[config.mk]
export PLATFORM = sky130hd
export DESIGN_NAME = asc_host
export DESIGN_NICKNAME = d
export VERILOG_FILES = /design/src/asc_pkg.sv /design/src/asc_host.sv
export SDC_FILE = /design/constraint.sdc
export NUM_CORES = 1
export LEC_CHECK = 0
export BUFFER_PORTS_ARGS = -buffer_cell sky130_fd_sc_hd__buf_2
export CAP_MARGIN = 20
export CORE_ASPECT_RATIO = 1.4
export CORE_MARGIN = 2
export CORE_UTILIZATION = 43
export DETAILED_ROUTE_END_ITERATION = 12
export GPL_ROUTABILITY_DRIVEN = 0
export PLACE_DENSITY = 0.75
export SLEW_MARGIN = 20
export SYNTH_ARGS = -nofsm -noshare
export SYNTH_HDL_FRONTEND = slang
export SYNTH_SLANG_ARGS = --single-unit
[constraint.sdc]
create_clock -name REF_CLK -period 1.8 [get_ports REF_CLK]
set_input_delay 0.09 -clock REF_CLK [delete_from_list [all_inputs] [get_ports REF_CLK]]
set_output_delay 0.09 -clock REF_CLK [all_outputs]
set_load 0.03 [all_outputs]
[src/asc_pkg.sv]
// Purpose: constants and carrier types for the async static memory host controller
// Assumes: 25 MHz REF_CLK, 40 ns period
// Notes:   times kept in ns as printed, cycle counts derived from them
package asc_pkg;
  localparam int CLK_NS        = 40;
  localparam int ADDR_W        = 19;  // 512K words
  localparam int DATA_W        = 16;
  localparam int BYTE_W        = 8;
  // fast grade timing in ns (slow grade figures below)
  localparam int READ_CYCLE_TIME_NS      = 45;
  localparam int ADDR_ACCESS_TIME_NS     = 45;
  localparam int OUTEN_ACCESS_TIME_NS    = 22;
  localparam int SELECT_ACCESS_TIME_NS   = 45;
  localparam int BYTESEL_ACCESS_TIME_NS  = 45;
  localparam int WRITE_CYCLE_TIME_NS     = 45;
  localparam int WRITE_PULSE_WIDTH_NS    = 35;
  localparam int SELECT_TO_WRITE_END_NS  = 35;
  localparam int BYTESEL_TO_WRITE_END_NS = 35;
  localparam int SLOW_ACCESS_NS          = 55;
  localparam int SLOW_OUTEN_NS           = 25;
  localparam int SLOW_WRITE_END_NS       = 40;
  localparam int SLOW_CYCLE_NS           = 55;
  // ceil(ns / period), at least one cycle
  function automatic int ns_to_cyc(input int ns);
    int c;
    c = (ns + CLK_NS - 1) / CLK_NS;
    return (c < 1) ? 1 : c;
  endfunction
  localparam int MAX_OF_READ_NS =
    (SLOW_ACCESS_NS > SLOW_OUTEN_NS) ? SLOW_ACCESS_NS : SLOW_OUTEN_NS;
  localparam int READ_WAIT_CYC  = ns_to_cyc(MAX_OF_READ_NS);
  localparam int WRITE_PULSE_CYC = ns_to_cyc(SLOW_WRITE_END_NS);
  localparam int CYCLE_CYC      = ns_to_cyc(SLOW_CYCLE_NS);
  localparam int CNT_W          = 4;
  localparam logic [CNT_W-1:0] CNT_ZERO = 4'h0;
  localparam logic [CNT_W-1:0] CNT_ONE  = 4'h1;
  localparam logic [1:0] LANES_NONE = 2'h3;  // active-low lane selects, both off

  typedef enum logic [2:0] {
    ASC_IDLE  = 3'b000,
    ASC_RSET  = 3'b001,
    ASC_RWAIT = 3'b010,
    ASC_WSET  = 3'b011,
    ASC_WPULS = 3'b100,
    ASC_WEND  = 3'b101
  } asc_state_t;

  // user request
  typedef struct packed {
    logic              write;
    logic [1:0]        lane_n;   // bit1 upper, bit0 lower, active low
    logic [ADDR_W-1:0] addr;
    logic [DATA_W-1:0] wdata;
  } asc_req_t;

  // memory pins driven by the host
  typedef struct packed {
    logic [ADDR_W-1:0] addr;
    logic              chip_select_low_n;
    logic              chip_select_high;
    logic              write_n;
    logic              outen_n;
    logic              upper_byte_sel_n;
    logic              lower_byte_sel_n;
    logic [DATA_W-1:0] dq_out;
    logic [DATA_W-1:0] dq_oe;
  } asc_pins_t;

  typedef struct packed {
    asc_state_t        st;
    logic [CNT_W-1:0]  cnt;
    asc_pins_t         pins;
    logic              ready;
    logic              rvalid;
    logic [DATA_W-1:0] rdata;
    logic [1:0]        lane_n;
  } asc_st_t;
endpackage

[src/asc_host.sv]
// Purpose: synchronous host that runs read and write cycles on an async 512Kx16 memory
// Assumes: REF_CLK 25 MHz, NRST synchronous active low, DQ_IN synchronous to REF_CLK
// Notes:   one request at a time; timing uses the slower grade so both grades work
module asc_host
  import asc_pkg::*;
#(
  parameter int READ_WAIT  = READ_WAIT_CYC,
  parameter int WRITE_WAIT = WRITE_PULSE_CYC
) (
  input  wire logic                    REF_CLK,
  input  wire logic                    NRST,
  input  wire logic                    REQ_VALID,
  input  wire asc_pkg::asc_req_t       REQ,
  output logic                         REQ_READY,
  output logic                         RD_VALID,
  output logic [asc_pkg::DATA_W-1:0]   RD_DATA,
  output asc_pkg::asc_pins_t           MEM,
  input  wire logic [asc_pkg::DATA_W-1:0] DQ_IN
);
  import asc_pkg::*;

  // refuse waits too short for the memory or too long for the counter
  if (READ_WAIT < READ_WAIT_CYC || WRITE_WAIT < WRITE_PULSE_CYC ||
      READ_WAIT >= (1 << CNT_W) || WRITE_WAIT >= (1 << CNT_W)) begin : g_bad
    $error("asc_host: wait parameters out of range");
  end

  localparam logic [CNT_W-1:0] RD_CNT = CNT_W'(READ_WAIT);
  localparam logic [CNT_W-1:0] WR_CNT = CNT_W'(WRITE_WAIT);

  // idle pin state: deselected, strobe and output enable high, bus released
  function automatic asc_pins_t idle_pins(input logic [ADDR_W-1:0] a);
    asc_pins_t p;
    p                   = '0;
    p.addr              = a;
    p.chip_select_low_n = 1'b1;
    p.chip_select_high  = 1'b0;
    p.write_n           = 1'b1;
    p.outen_n           = 1'b1;
    p.upper_byte_sel_n  = 1'b1;
    p.lower_byte_sel_n  = 1'b1;
    return p;
  endfunction

  // per-bit output enable for the lanes picked by active-low selects
  function automatic logic [DATA_W-1:0] lane_mask(input logic [1:0] ln);
    return {{BYTE_W{~ln[1]}}, {BYTE_W{~ln[0]}}};
  endfunction

  asc_st_t s_q;
  asc_st_t s_d;

  // next-state logic for the whole access sequencer
  always_comb begin
    s_d        = s_q;
    s_d.rvalid = 1'b0;
    case (s_q.st)
      ASC_IDLE: begin
        s_d.ready = 1'b1;
        if (REQ_VALID && s_q.ready && REQ.lane_n != LANES_NONE) begin
          s_d.ready     = 1'b0;
          s_d.lane_n    = REQ.lane_n;
          s_d.pins      = idle_pins(REQ.addr);  // address settles first
          s_d.pins.dq_out = REQ.wdata;
          s_d.st        = REQ.write ? ASC_WSET : ASC_RSET;
        end
      end
      ASC_RSET: begin
        // select, lanes and output enable together, strobe kept high
        s_d.pins.chip_select_low_n = 1'b0;
        s_d.pins.chip_select_high  = 1'b1;
        s_d.pins.outen_n           = 1'b0;
        s_d.pins.upper_byte_sel_n  = s_q.lane_n[1];
        s_d.pins.lower_byte_sel_n  = s_q.lane_n[0];
        s_d.pins.write_n           = 1'b1;
        s_d.cnt                    = RD_CNT;   // worst access time rounded up
        s_d.st                     = ASC_RWAIT;
      end
      ASC_RWAIT: begin
        s_d.cnt = s_q.cnt - CNT_ONE;
        if (s_q.cnt == CNT_ONE) begin
          s_d.rdata  = DQ_IN & lane_mask(s_q.lane_n);  // sample only live lanes
          s_d.rvalid = 1'b1;
          s_d.pins   = idle_pins(s_q.pins.addr);       // deselect, strobe high
          s_d.st     = ASC_IDLE;
        end
      end
      ASC_WSET: begin
        // all write terms go active on the same edge, output enable stays high
        s_d.pins.chip_select_low_n = 1'b0;
        s_d.pins.chip_select_high  = 1'b1;
        s_d.pins.write_n           = 1'b0;
        s_d.pins.upper_byte_sel_n  = s_q.lane_n[1];   // unselected lane untouched
        s_d.pins.lower_byte_sel_n  = s_q.lane_n[0];
        s_d.pins.dq_oe             = lane_mask(s_q.lane_n);
        s_d.cnt                    = WR_CNT;  // pulse and select overlap
        s_d.st                     = ASC_WPULS;
      end
      ASC_WPULS: begin
        s_d.cnt = s_q.cnt - CNT_ONE;
        if (s_q.cnt == CNT_ONE) begin
          // strobe, selects and lanes all drop together so any edge ends it
          s_d.pins       = idle_pins(s_q.pins.addr);
          s_d.pins.dq_out = s_q.pins.dq_out;
          s_d.pins.dq_oe  = s_q.pins.dq_oe;    // data held past write end
          s_d.st         = ASC_WEND;
        end
      end
      ASC_WEND: begin
        s_d.pins.dq_oe = '0;                   // release bus one cycle after end
        s_d.st         = ASC_IDLE;
      end
      default: begin
        s_d.st   = ASC_IDLE;
        s_d.pins = idle_pins(s_q.pins.addr);
      end
    endcase
  end

  // state register
  always_ff @(posedge REF_CLK) begin
    if (!NRST) begin
      s_q      <= '0;
      s_q.st   <= ASC_IDLE;
      s_q.pins <= idle_pins('0);
      s_q.lane_n <= LANES_NONE;
    end else begin
      s_q <= s_d;
    end
  end

  assign REQ_READY = s_q.ready;
  assign RD_VALID  = s_q.rvalid;
  assign RD_DATA   = s_q.rdata;
  assign MEM       = s_q.pins;

  // read side: strobe high, a lane picked, host off the bus, quiet when deselected
  chk_read_no_strobe: assert property (@(posedge REF_CLK) disable iff (!NRST)
    !MEM.outen_n |-> MEM.write_n) else $error("strobe low in read");
  chk_read_lanes: assert property (@(posedge REF_CLK) disable iff (!NRST)
    !MEM.outen_n |-> !(MEM.upper_byte_sel_n && MEM.lower_byte_sel_n))
    else $error("read with no lane selected");
  chk_bus_no_fight: assert property (@(posedge REF_CLK) disable iff (!NRST)
    (MEM.dq_oe != '0) |-> MEM.outen_n) else $error("bus driven in read");
  chk_idle_quiet: assert property (@(posedge REF_CLK) disable iff (!NRST)
    MEM.chip_select_low_n |-> MEM.write_n && MEM.outen_n && !MEM.chip_select_high)
    else $error("control active while deselected");

  // write side: all terms start together, overlap the minimum, end together
  chk_write_all_on: assert property (@(posedge REF_CLK) disable iff (!NRST)
    $fell(MEM.write_n) |-> !MEM.chip_select_low_n && MEM.chip_select_high &&
    !(MEM.upper_byte_sel_n && MEM.lower_byte_sel_n)) else $error("bad write start");
  chk_write_setup: assert property (@(posedge REF_CLK) disable iff (!NRST)
    $fell(MEM.write_n) |-> $stable(MEM.dq_out)) else $error("data moved at write start");
  // counted back from the end: the overlap of strobe, selects and lanes meets the minimum
  chk_write_width: assert property (@(posedge REF_CLK) disable iff (!NRST)
    $rose(MEM.write_n) |-> $past(!MEM.write_n && !MEM.chip_select_low_n &&
    MEM.chip_select_high && !(MEM.upper_byte_sel_n && MEM.lower_byte_sel_n),
    WRITE_PULSE_CYC)) else $error("write pulse short");
  chk_write_end_all: assert property (@(posedge REF_CLK) disable iff (!NRST)
    $rose(MEM.write_n) |-> MEM.chip_select_low_n && MEM.upper_byte_sel_n &&
    MEM.lower_byte_sel_n) else $error("write end not together");
  chk_data_hold: assert property (@(posedge REF_CLK) disable iff (!NRST)
    $rose(MEM.write_n) |-> $stable(MEM.dq_out) && (MEM.dq_oe != '0))
    else $error("data dropped at write end");
  chk_lane_drive: assert property (@(posedge REF_CLK) disable iff (!NRST)
    !MEM.write_n |-> MEM.dq_oe == lane_mask({MEM.upper_byte_sel_n, MEM.lower_byte_sel_n}))
    else $error("driving unselected lane");

  // timing: wait cycles before the sample, address settled before select
  chk_read_wait: assert property (@(posedge REF_CLK) disable iff (!NRST)
    $fell(MEM.outen_n) |-> !RD_VALID[*2] ##1 RD_VALID) else $error("read wait wrong");
  chk_read_cycle: assert property (@(posedge REF_CLK) disable iff (!NRST)
    $rose(MEM.outen_n) |-> $past(!MEM.outen_n && !MEM.chip_select_low_n, READ_WAIT_CYC))
    else $error("read access short");
  chk_addr_setup: assert property (@(posedge REF_CLK) disable iff (!NRST)
    $rose(MEM.chip_select_high) |-> $stable(MEM.addr))
    else $error("address late at select");
  chk_addr_stable: assert property (@(posedge REF_CLK) disable iff (!NRST)
    !MEM.chip_select_low_n && !$rose(MEM.chip_select_high) |-> $stable(MEM.addr))
    else $error("address moved while selected");

  // request side: a request with no lane is dropped, cycles keep their minimum length
  chk_req_refused: assert property (@(posedge REF_CLK) disable iff (!NRST)
    REQ_VALID && REQ_READY && (REQ.lane_n == LANES_NONE) |=> REQ_READY)
    else $error("laneless request taken");
  chk_cycle_gap: assert property (@(posedge REF_CLK) disable iff (!NRST)
    $fell(REQ_READY) |-> !REQ_READY[*4]) else $error("cycle too short");

  cov_read:    cover property (@(posedge REF_CLK) disable iff (!NRST) RD_VALID);
  cov_write:   cover property (@(posedge REF_CLK) disable iff (!NRST) $rose(MEM.write_n));
  cov_upper:   cover property (@(posedge REF_CLK) disable iff (!NRST)
    !MEM.write_n && MEM.lower_byte_sel_n);
  cov_lower:   cover property (@(posedge REF_CLK) disable iff (!NRST)
    !MEM.outen_n && MEM.upper_byte_sel_n);
  cov_refused: cover property (@(posedge REF_CLK) disable iff (!NRST)
    REQ_VALID && REQ_READY && (REQ.lane_n == LANES_NONE));
endmodule

==> out/results.ini <==
[synth]
ys_async_sr_fraction_pct=0
synth_warnings=0
synth_seq_area_share_pct=43.5
syn_inst=355
synth_cell_type_count=50
ys_ff_latch=70
synth-edff-count=0
syn-num-nets=414
synth_ff_type=dfxtp_1
avgSynthCellArea_um2=9.08
syn-cell-area_um2=3220

[grt]
busiest_layer=met2
antenna_found_initial=0
grt_overflow=0
met1_usage_pct=20.4
grt_use_met2_pct=34.7
grt_usage_pct=19.1
grtUsageMet3_pct=4.41
grt_pass1_vias=2735
grt_start_max_net_pins=23
grt_pass1_wl_um=12500

[die]
ios=132
initial_core_util_pct=44.1
dieArea_um2=8220
core_area_um2=7310
die_y_um=106
fp.dieW_um=77.2
rows=37

[final_layout]
n_antenna_cell=0
fillCellCount=641
synthToLayoutAreaGrowth_pct=35.1
drive_gt1_share_pct=38.2
mostFrequentLayoutCells=131 x buf_2, 70 x dfxtp_1, 54 x dlygate4sd3_1, 52 x nand2_1, 33 x a22o_1
fin_cells=584
layout.nets=542
final_common_cell=buf_2

[run_status]
status=finished clean

[clock_tree]
cts_root_buf=clkbuf_8
clkTransAtPathRegs_ns=0.07
cts_made_buffers=9
h-tree-depth=3
ctsLongestPathBuffers=2
cts_tree=built
cts_sinks=70
clk_latency_ns=0.35

[timing]
max-slew-margin-rel_pct=65.8
finalSetupViolCount=0
finClkSkew_ns=0.0129
report.final.slew_viol_count=0
tns_ns=0
fin_crit_sh_pct=99.1
finalWorstSetupSlack_ns=0.0166
fmax_ghz=0.561
finalCriticalPeriod_ns=1.78
finalHoldViolCount=0
worst_pin_slew_ns=0.513

[drt]
drt_pass1_iterations=4
drt.antenna.violating_nets=0
drc=0
drt_iter0_drc=108
routed-via-count=2902
viasPerCell=4.97
wl_um=8240
wire_per_inst_um=14.1

[placed_design]
dpl.cell_count=511
numPortBuffers=131
dpl.hpwl_um=5140
place_ws_ns=0.0169

[setup_path]
end_kind=register
critical_path_class=primary input to register
critPathArrivalTime_ns=2.07
cp-start-kind=primary input
crit_fanout=8
cp.required_ns=2.09

[power_and_ir_drop]
power_density_nw_per_um2=896
peakVddDrop_mv=0.571
leakage_nw=2.05

[job]
drv_cap=0

[hold_path]
hold_path_class=primary input to register

## sequential cells by signal, summed over array words and instances (netlist names)
signal,cells
MEM,43
RD_DATA,16
RD_VALID,1
REQ_READY,1
s_q,9
## metrics by stage
stage / power (mW) / hold slack, ns / util [%] / instance area (um^2)
2_1_floorplan: 2.24 / 0.214 / - / 3230
3_3_place_gp: 2.37 / 0.302 / 48.0 / 3510
3_5_place_dp: 2.39 / 0.301 / 48.0 / 3510
4_1_cts: 3.89 / 0.246 / 58.5 / 4280
5_1_grt: 4.08 / 0.249 / 59.5 / 4360
6_report: 3.90 / 0.255 / 59.5 / 4360
## cell usage after synthesis, drive strengths merged (2+ instances only)
master	n	area [um^2]
clkbuf	9	33.8
o21ai	7	35.0
ha	2	25.0
nor2	7	42.5
a31oi	3	18.8
nand2	53	199
or2	5	33.8
nor2b	2	12.5
a221o	3	30.0
buf	85	624
and3	2	12.5
inv	7	26.3
nor4	2	12.5
o31ai	2	15.0
a22o	33	289
nor3	4	20.0
a311oi	2	17.5
nand3	4	20.0
a21oi	28	140
dfxtp	70	1400
## where the power goes
part	total [mW]	switching, mW	internal [mW]
registers	1.70	0.0648	1.63
logic	0.802	0.431	0.371
clock network	1.41	0.590	0.815
## timing repair
item,4_1_cts,5_1_grt
buffers inserted,0,2
endpoints found under the setup margin,0,39
hold endpoints to repair,53,0
hold buffers,54,0
resized for setup,0,12
## cell families after synthesis
family / Yosys count / share of synthesized area, %
AOI/OAI and AO/OA: 90 / 20.1
xor gates and xnor gates: 2 / 0.543
adders and majority gates: 2 / 0.776
buffers and inverters: 101 / 21.2
DFF: 70 / 43.5
muxes: 1 / 0.310
and+or+nand+nor: 89 / 13.6
## path summary, 6_finish.rpt
kind	startpoint	endpoint	slack, ns	cells after the start
worst max-delay path	REQ[35]	MEM[26]	0.02	6
worst min-delay path	REQ[37]	s_q[82]	0.26	4
worst max register to register	s_q[81]	MEM[26]	0.07	4
worst min register to register	MEM[48]	MEM[48]	0.45	2
## worst max-delay path: stages
cell and delay (ns):
dlygate4sd3_1 0.56, buf_2 0.13, and2_1 0.26, or4_4 0.57, nor2_4 0.27, a22o_1 0.18
## area by class of cell
cell class                 count  area [um^2]  share of cell area [%]
inverter                       7         26.3                   0.603
tap                           97          121                    2.79
multi-input combinational    185         1190                    27.3
sequential                    70         1400                    32.2
timing repair buffer         210         1400                    32.0
clock inverter                 5         82.6                    1.90
clock buffer                  10          138                    3.16
## routing by layer
metal,vias up,share of wire [%]
li1,1419,-
met1,1361,38
met2,105,54
met3,17,5.1
met4,0,2.7
met5,-,0
Note: power is estimated with default switching activity, not from simulation.
